**src/verilog/acc_defs.vh**
```
// Register offsets, field positions, reset values and timing counts for the converter control
`ifndef ACC_DEFS_VH
`define ACC_DEFS_VH

`define ACC_CTL0_ADDR 8'h00
`define ACC_CTL1_ADDR 8'h04
`define ACC_RESH_ADDR 8'h08
`define ACC_RESL_ADDR 8'h0c

`define ACC_CTL0_SEL_LSB 0
`define ACC_CTL0_SEL_MSB 3
`define ACC_CTL0_REFSL_BIT 4
`define ACC_CTL0_REFPIN_BIT 5
`define ACC_CTL0_REPEAT_BIT 6
`define ACC_CTL0_GO_BIT 7
`define ACC_CTL1_REFSH_BIT 0
`define ACC_CTL1_BUSY_BIT 7

`define ACC_CTL0_RESET 8'h00
`define ACC_CTL1_RESET 8'h00

`define ACC_CLK_MHZ 100
`define ACC_FIRST_CYC 13'h1409
`define ACC_PWRUP_CYC 13'h0028
`define ACC_NEXT_CYC 13'h0100
`define ACC_CNT_W 13

`endif

```
**src/verilog/acc_sampler.v**
```verilog
// Result register pair that captures each completed conversion value
`default_nettype none

module acc_sampler (
    input wire CLK,
    input wire RST,
    input wire load,
    input wire [12:0] value,
    output reg [7:0] high_r,
    output reg [7:0] low_r
);

    always @(posedge CLK) begin
        if (RST) begin
            high_r <= 8'h00;
            low_r <= 8'h00;
        end else if (load) begin
            high_r <= value[12:5];
            low_r <= {value[4:0], 3'h0};
        end
    end

endmodule // acc_sampler

`default_nettype wire

```
**src/verilog/acc_ctrl.v**
```verilog
// Continuous conversion control block with classic Wishbone register access
// Overview of operation
// - One write to control register 0 sets input, mode, low reference bit, reference pin and start together
// - Four-bit input select field picks the converted analog input
// - Repeat bit at one selects repeated conversions instead of one
// - Writing one to the go bit starts the conversion sequence
// - First result after 5129 cycles, plus 40 when powering up
// - Go bit clears at first completion and stays zero while repeating
// - Later results arrive every 256 cycles while repeat mode holds
// - 13-bit result: upper eight in high byte, low five in bits 7:3
// - Every completed conversion raises a conversion complete request
// - Clearing the repeat bit stops continuous conversion
// - Disabled converter raises no new conversion requests
// - Disabling leaves a pending conversion request untouched
// - Reference code is split over low select bit and high select bit
`default_nettype none
`include "acc_defs.vh"

module acc_ctrl (
    input wire CLK,
    input wire RST,
    input wire WB_CYC_I,
    input wire WB_STB_I,
    input wire WB_WE_I,
    input wire [7:0] WB_ADR_I,
    input wire [31:0] WB_DAT_I,
    input wire [3:0] WB_SEL_I,
    output reg [31:0] WB_DAT_O,
    output reg WB_ACK_O,
    output wire WB_ERR_O,
    input wire IRQ_ACK,
    output reg IRQ_REQ,
    input wire [12:0] AFE_RESULT,
    output wire [3:0] AFE_INPUT_SEL,
    output wire [1:0] AFE_REF_SEL,
    output wire AFE_REF_TO_PIN,
    output wire AFE_POWER
);

    localparam ST_IDLE = 2'd0;
    localparam ST_FIRST = 2'd1;
    localparam ST_REPEAT = 2'd2;

    localparam [12:0] FIRST_CNT = `ACC_FIRST_CYC;
    localparam [12:0] PWRUP_CNT = `ACC_PWRUP_CYC;
    localparam [12:0] NEXT_CNT = `ACC_NEXT_CYC;

    reg [7:0] ctl0_r;
    reg ref_high_r;
    reg [1:0] state_r;
    reg [1:0] state_nxt;
    reg [12:0] cnt_r;
    reg [12:0] cnt_nxt;
    reg powered_r;
    reg [12:0] afe_s1_r;
    reg [12:0] afe_s2_r;
    wire [7:0] res_high;
    wire [7:0] res_low;
    wire wr_ctl0;
    wire wr_ctl1;
    wire go_write;
    wire done;
    wire repeat_mode;
    wire addr_ok;

    assign addr_ok = (WB_ADR_I == `ACC_CTL0_ADDR) || (WB_ADR_I == `ACC_CTL1_ADDR) ||
                     (WB_ADR_I == `ACC_RESH_ADDR) || (WB_ADR_I == `ACC_RESL_ADDR);
    assign WB_ERR_O = WB_CYC_I && WB_STB_I && !addr_ok && !WB_ACK_O;

    // Write strobes on the acknowledged edge
    assign wr_ctl0 = WB_CYC_I && WB_STB_I && WB_WE_I && !WB_ACK_O && WB_SEL_I[0] &&
                     (WB_ADR_I == `ACC_CTL0_ADDR);
    assign wr_ctl1 = WB_CYC_I && WB_STB_I && WB_WE_I && !WB_ACK_O && WB_SEL_I[0] &&
                     (WB_ADR_I == `ACC_CTL1_ADDR);
    assign go_write = wr_ctl0 && WB_DAT_I[`ACC_CTL0_GO_BIT];

    assign repeat_mode = ctl0_r[`ACC_CTL0_REPEAT_BIT];
    assign done = (state_r != ST_IDLE) && (cnt_r == 13'h0001);

    assign AFE_INPUT_SEL = ctl0_r[`ACC_CTL0_SEL_MSB:`ACC_CTL0_SEL_LSB];
    assign AFE_REF_SEL = {ref_high_r, ctl0_r[`ACC_CTL0_REFSL_BIT]};
    assign AFE_REF_TO_PIN = ctl0_r[`ACC_CTL0_REFPIN_BIT];
    assign AFE_POWER = powered_r;

    // Wishbone acknowledge and read data
    always @(posedge CLK) begin
        if (RST) begin
            WB_ACK_O <= 1'b0;
            WB_DAT_O <= 32'h00000000;
        end else begin
            WB_ACK_O <= WB_CYC_I && WB_STB_I && addr_ok && !WB_ACK_O;
            case (WB_ADR_I)
                `ACC_CTL0_ADDR: WB_DAT_O <= {24'h000000, ctl0_r};
                `ACC_CTL1_ADDR: WB_DAT_O <= {24'h000000, (state_r != ST_IDLE), 6'h00,
                                             ref_high_r};
                `ACC_RESH_ADDR: WB_DAT_O <= {24'h000000, res_high};
                `ACC_RESL_ADDR: WB_DAT_O <= {24'h000000, res_low};
                default: WB_DAT_O <= 32'h00000000;
            endcase
        end
    end

    // Control registers; go bit cleared by hardware at first completion
    always @(posedge CLK) begin
        if (RST) begin
            ctl0_r <= `ACC_CTL0_RESET;
            ref_high_r <= 1'b0;
        end else begin
            if (wr_ctl0) begin
                ctl0_r <= WB_DAT_I[7:0];
            end
            if (done && state_r == ST_FIRST && !go_write) begin
                ctl0_r[`ACC_CTL0_GO_BIT] <= 1'b0;
            end
            if (wr_ctl1) begin
                ref_high_r <= WB_DAT_I[`ACC_CTL1_REFSH_BIT];
            end
        end
    end

    // Conversion sequencer
    always @* begin
        state_nxt = state_r;
        cnt_nxt = cnt_r;
        case (state_r)
            ST_IDLE: begin
                if (go_write) begin
                    state_nxt = ST_FIRST;
                    cnt_nxt = powered_r ? FIRST_CNT : FIRST_CNT + PWRUP_CNT;
                end
            end
            ST_FIRST: begin
                if (done) begin
                    if (repeat_mode) begin
                        state_nxt = ST_REPEAT;
                        cnt_nxt = NEXT_CNT;
                    end else begin
                        state_nxt = ST_IDLE;
                        cnt_nxt = 13'h0000;
                    end
                end else begin
                    cnt_nxt = cnt_r - 13'h0001;
                end
            end
            ST_REPEAT: begin
                if (!repeat_mode) begin
                    state_nxt = ST_IDLE;
                    cnt_nxt = 13'h0000;
                end else if (done) begin
                    cnt_nxt = NEXT_CNT;
                end else begin
                    cnt_nxt = cnt_r - 13'h0001;
                end
            end
            default: begin
                state_nxt = ST_IDLE;
                cnt_nxt = 13'h0000;
            end
        endcase
    end

    always @(posedge CLK) begin
        if (RST) begin
            state_r <= ST_IDLE;
            cnt_r <= 13'h0000;
            powered_r <= 1'b0;
        end else begin
            state_r <= state_nxt;
            cnt_r <= cnt_nxt;
            powered_r <= (state_nxt != ST_IDLE);
        end
    end

    // Analog result passes two flops before use
    always @(posedge CLK) begin
        if (RST) begin
            afe_s1_r <= 13'h0000;
            afe_s2_r <= 13'h0000;
        end else begin
            afe_s1_r <= AFE_RESULT;
            afe_s2_r <= afe_s1_r;
        end
    end

    // Interrupt request: set on completion wins over acknowledge; disabling never clears it
    always @(posedge CLK) begin
        if (RST) begin
            IRQ_REQ <= 1'b0;
        end else if (done && (state_r == ST_FIRST || repeat_mode)) begin
            IRQ_REQ <= 1'b1;
        end else if (IRQ_ACK) begin
            IRQ_REQ <= 1'b0;
        end
    end

    acc_sampler u_sampler (
        .CLK(CLK),
        .RST(RST),
        .load(done && (state_r == ST_FIRST || repeat_mode)),
        .value(afe_s2_r),
        .high_r(res_high),
        .low_r(res_low)
    );

endmodule // acc_ctrl

`default_nettype wire

```
**config.mk**
```make
export PLATFORM = sky130hd
export DESIGN_NAME = acc_ctrl
export DESIGN_NICKNAME = d
export VERILOG_FILES = /design/src/verilog/acc_sampler.v /design/src/verilog/acc_ctrl.v
export VERILOG_INCLUDE_DIRS = /design/src /design/src/verilog
export SDC_FILE = /design/constraint.sdc
export NUM_CORES = 1
export LEC_CHECK = 0
export ABC_AREA = 1
export BUFFER_PORTS_ARGS = -buffer_cell sky130_fd_sc_hd__buf_4
export CAP_MARGIN = 15
export CORE_ASPECT_RATIO = 2
export CORE_MARGIN = 4
export CORE_UTILIZATION = 46
export DETAILED_ROUTE_END_ITERATION = 7
export PLACE_DENSITY = 0.77
export SYNTH_ARGS = -nofsm -noshare
export SYNTH_HDL_FRONTEND = slang
export SYNTH_SLANG_ARGS = --single-unit
```
**constraint.sdc**
```tcl
create_clock -name CLK -period 1.4 [get_ports CLK]
set_input_delay 0 -clock CLK [delete_from_list [all_inputs] [get_ports CLK]]
set_output_delay 0 -clock CLK [all_outputs]
set_load 0.01 [all_outputs]
```
**Word level (Yosys, flattened, before mapping)**

Index checks and enable logic that the tools add are counted.

- Add/subtract/negate cells: 1
- Reduce and logical (&&, ||, !) cells: 28
- Equal/unequal tests: 7
- Muxes and demuxes: 15

Operator list:

| operator | count |
|---|---|
| $mux 13 | 4 |
| $pmux 13 s3 | 1 |
| $pmux 8 s4 | 1 |
| $eq 8x4->1 const B | 2 |
| $logic_and 1x1->1 | 15 |
| $eq 13x1->1 const B | 1 |
| $sub 13x1->13 const B | 1 |
| $mux 9 | 1 |
| $eq 8x3->1 const B | 1 |
| $logic_not 8->1 | 1 |
| $mux 2 | 4 |
| $mux 6 | 1 |
| $pmux 2 s3 | 1 |
| $reduce_bool 2->1 | 3 |
| $logic_or 1x1->1 | 4 |
| $logic_not 1->1 | 3 |
| $eq 2x1->1 const B | 1 |
| $eq 2x2->1 const B | 1 |
| $logic_not 2->1 | 1 |
| $mux 1 | 2 |
| $ne 2x2->1 const B | 1 |
| $reduce_or 2->1 | 1 |

- Input port bits: 63
- Logic and storage cells: 64
- Output and inout bits: 43
- Register bits after elaboration: 98

**Logic depth before layout (Yosys ltp)**

- Depth in word-level cells: 9
- Depth in mapped cells: 10
- Depth with buffers taken out: 10

**By module**

Synthesis repeated with hierarchy kept, for this count alone.

- Cell total of the unflattened synthesis: 470
- Area total of the unflattened synthesis: 3388.2 um2

Modules (own cells, without submodules):

| module | cells each | sequential area each (um2) | instances | area each (um2) |
|---|---|---|---|---|
| acc_ctrl | 383 | 1221.2 | 1 | 2812.7 |
| acc_sampler | 87 | 260.2 | 1 | 575.6 |

**Worst setup path after synthesis**

Ideal clock, no wire load.

- Path kind: register to register
- From: register cnt_r[1]
- To: register u_sampler.high_r[3]
- Setup slack: -0.107 ns
- Period minus slack after synthesis: 1.507 ns
- Cell stages (with the launch flop): 10
- Data arrival time: 1.361 ns
- Buffers on the path: 1
- Data required time: 1.254 ns
- Setup time: 0.146 ns
- Cells stage by stage: dfxtp_1 > inv_1 > ha_1 > nand2_1 > nor2_4 > nor3b_4 > nand2_4 > buf_6 > nor2_1 > a211oi_2

- Longest elaborated chain between the ends: 3

RTL lines:

| what | line | RTL |
|---|---|---|
| start: declaration | acc_ctrl.v:52 | `reg [12:0] cnt_r;` |
| start signal: assignment | acc_ctrl.v:169 | `cnt_r <= cnt_nxt;` |
| $eq 13x1->1 | acc_ctrl.v:78 | `assign done = (state_r != ST_IDLE) && (cnt_r == 13'h0001);` |
| $logic_and 1x1->1 | acc_ctrl.v:78 |  |
| $logic_and 1x1->1 | acc_ctrl.v:199 | `.load(done && (state_r == ST_FIRST \|\| repeat_mode)),` |
| end signal: assignment | acc_sampler.v:18 | `high_r <= value[12:5];` |
| end: declaration | acc_sampler.v:9 | `output reg [7:0] high_r,` |

Every way passes these cells.
A chain may end at the register's enable or synchronous reset.

**Worst setup path after layout**

- From: register cnt_r[1]
- To: register u_sampler.high_r[0]

The elaborated chain is that of the path after synthesis.

==> results.md <==
* Hold Crit Class: in -> reg
* Synthesis-stage register bit count at 74
* Final Instance Area at 4760 sq um
* Max-slew violation count at 0
* Final period utilization at 108%
* Multi-input logic area at 1660 sq um
* Net Sw Power at 1.02 mW
* IO Port Bufs at 54
* Critical Path AT at 1700 ps
* Die X at 68.6 um
* Drt via density at 4.81
* Clk sinks at 74
* Flip-flop and latch area at 1490 sq um
* Critical Path Sink Type: flop
* Vias in the first global route at 3076
* Count of final hold-check violations at 0
* Die area at 8870 sq um
* Die Ht at 129 um
* Nets at 616
* CTS tree: yes
* H-tree lvl count at 3
* Unique cell type count in the Yosys netlist at 36
* Crit path from: cnt_r[1]
* Crit path max fanout at 7
* Num ports at 106
* Avg Inst Size Synth at 7.69 sq um
* Synthesis-to-layout area growth at 40.6%
* Hold Crit Start: WB_ADR_I[4]
* Initial drt markers at 156
* Total GRT Usage at 19.1%
* Wire per inst at 13.0 um
* Leakage at 2.17 nW
* Most frequent cells in the layout: buf_4, nand2_1, dfxtp_1
* Largest net degree at the start of global routing at 61
* Async S/R FF share, synth at 0%
* Setup CP Type: reg -> reg
* Antenna violations before repair at 0
* Worst-path clk slew at 60 ps
* FF-to-FF Start: cnt_r[1]
* Clk pwr share at 47.8%
* Synth top area cells: dfxtp_1, nand2_1, inv_1
* RSZ-0062 raised after global routing: true
* Status: finished with violations
* Number of buffers created by CTS at 9
* Endpoints failing setup at 20
* Reg power frac at 46.3%
* First-pass DRT Iterations at 4
* Max IR drop VDD at 0.955 mV
* GR Overflow Total at 0
* DR vias at 3112
* Worst setup margin at -115 ps
* Post-synthesis sequential area ratio at 43.8%
* Ys flop type: dfxtp_1
* Yosys Warn Count at 0
* Combinational Power Share at 5.9%
* Syn Inst Count at 440
* Synthesized cell area at 3380 sq um
* Share of the synthesized area in the top cell type at 43.8%
* Tot Pwr at 4.66 mW
* Max-slew headroom at 54.8%
* Routability cong. at 0.917
* Worst-Skew Late Latency at 340 ps
* Post-DP HPWL at 5260 um
* Antenna cells at 0
* Fmax at 0.660 GHz
* Switching share of power at 21.8%
* Slew @ Worst Pin at 678 ps
* Initial Utilization at 46.9%
* Post-synth top area cell: dfxtp_1
* Layout cells sized above 1 at 34.1%
* Final ANT Viol Nets at 0
* Min Tclk post-route at 1510 ps
* First-pass GRT wire length at 12800 um
* Commonest non-fill, non-tap cell in the layout: buf_4
* Failing checks: setup timing
* Fillers at 566
* Cell-internal power at 3.64 mW
* P per Cell Area at 979 nW/um^2
* Max clock buf depth at 2
* TNS Setup at -1270 ps
* # rows at 44
* Routed WL at 8430 um
* Crit start category: flop
* Core area at 7210 sq um
* Critical Path RT at 1590 ps
* EDFF count, synth at 0
* Clock skew at 6.05 ps
* Placed Area at 4010 sq um
* CTS root buffer: clkbuf_16
* Max cap viols at 0
* DRC viols at 0
synth_stat cells (2+ instances only):
library cell  instances
nand2_1              90
xor2_1                3
o21ai_0              10
nand2_4               3
nor2_2                4
nand2_2               2
o21ai_1               2
nand3_1              22
o22ai_1               2
inv_2                 2
ha_1                  2
nor4_2                2
dfxtp_1              74
inv_1                66
buf_6                 3
buf_4                30
nor2_1               56
nor2_4                4
nand4_1               3
clkbuf_1              8
nor3_1                2
a21oi_1              24
a211oi_2             13
registers in the layout, indices dropped and copies added (netlist names):
register / count
AFE_POWER: 1
IRQ_REQ: 1
WB_ACK_O: 1
WB_DAT_O: 8
afe_s1_r: 13
afe_s2_r: 13
cnt_r: 13
ctl0_r: 8
ref_high_r: 1
state_r: 2
u_sampler.high_r: 8
u_sampler.low_r: 5
stage by stage:
step | cells | utilization [%] | worst slack, ps | hold WS, ps
global placement | 604 | 55.5 | -126 | 200
floorplan | 463 | - | -5.83 | 107
CTS | 643 | 64.1 | -49.6 | 11.9
finish | 647 | 65.9 | -115 | 14.6
global route | 647 | 65.9 | -198 | 36.8
detailed placement | 604 | 55.5 | -213 | 208
final timing paths:
path,to,slack (ps),cells past startpoint
max,u_sampler.high_r[0],-110,9
min,WB_ACK_O,10,4
max reg2reg,u_sampler.high_r[0],-110,9
min reg2reg,afe_s2_r[12],400,2
layout make-up:
class,count,area share [%]
inverter,69,5.47
clock inverter,5,1.18
clock buffer,10,4.81
timing repair buffer,116,19.8
tap,92,2.42
multi-input combinational,281,34.9
sequential,74,31.3
worst max-delay path, stage by stage, from the launching register on:
cell	delay [ps]
dfxtp_2	320
inv_2	70
ha_4	140
nand2_4	50
nor2_4	90
nor3b_4	230
buf_12	180
nand2_8	80
nor2_2	130
a211oi_2	60
what timing repair did:
action                                 4_1_cts  5_1_grt
pin swaps                                    6       10
setup endpoints to repair                   27       31
buffers inserted                             1        3
endpoints found under the hold margin       22        0
gates cloned                                 2        1
hold buffers                                21        0
gates resized for setup                     23       30
kinds of logic after synthesis:
| logic type | after synthesis | synth area share [%] |
|---|---|---|
| AOI/OAI and AO/OA | 54 | 11.2 |
| xor gates and xnor gates | 3 | 0.777 |
| adders and majority gates | 2 | 0.740 |
| buffers and inverters | 111 | 16.3 |
| DFF | 74 | 43.8 |
| other | 1 | 0.111 |
| and+or+nand+nor | 195 | 27.0 |
layer usage:
metal,part of all wire [%],wire (um),global-route usage (%)
met1,34,2870,18.2
met2,56,4690,34.6
met3,6.0,506,4.34
met4,4.4,367,12.1
met5,0,0,0
power groups by stage:
| stage | clock network [mW] | registers (mW) | logic (mW) |
|---|---|---|---|
| 2_1_floorplan | 0 | 2.19 | 0.164 |
| 3_3_place_gp | 0 | 2.20 | 0.217 |
| 3_5_place_dp | 0 | 2.20 | 0.221 |
| 4_1_cts | 2.25 | 2.15 | 0.272 |
| 5_1_grt | 2.32 | 2.16 | 0.303 |
| 6_report | 2.23 | 2.15 | 0.277 |
No activity file was read; power rests on OpenSTA's default activity.
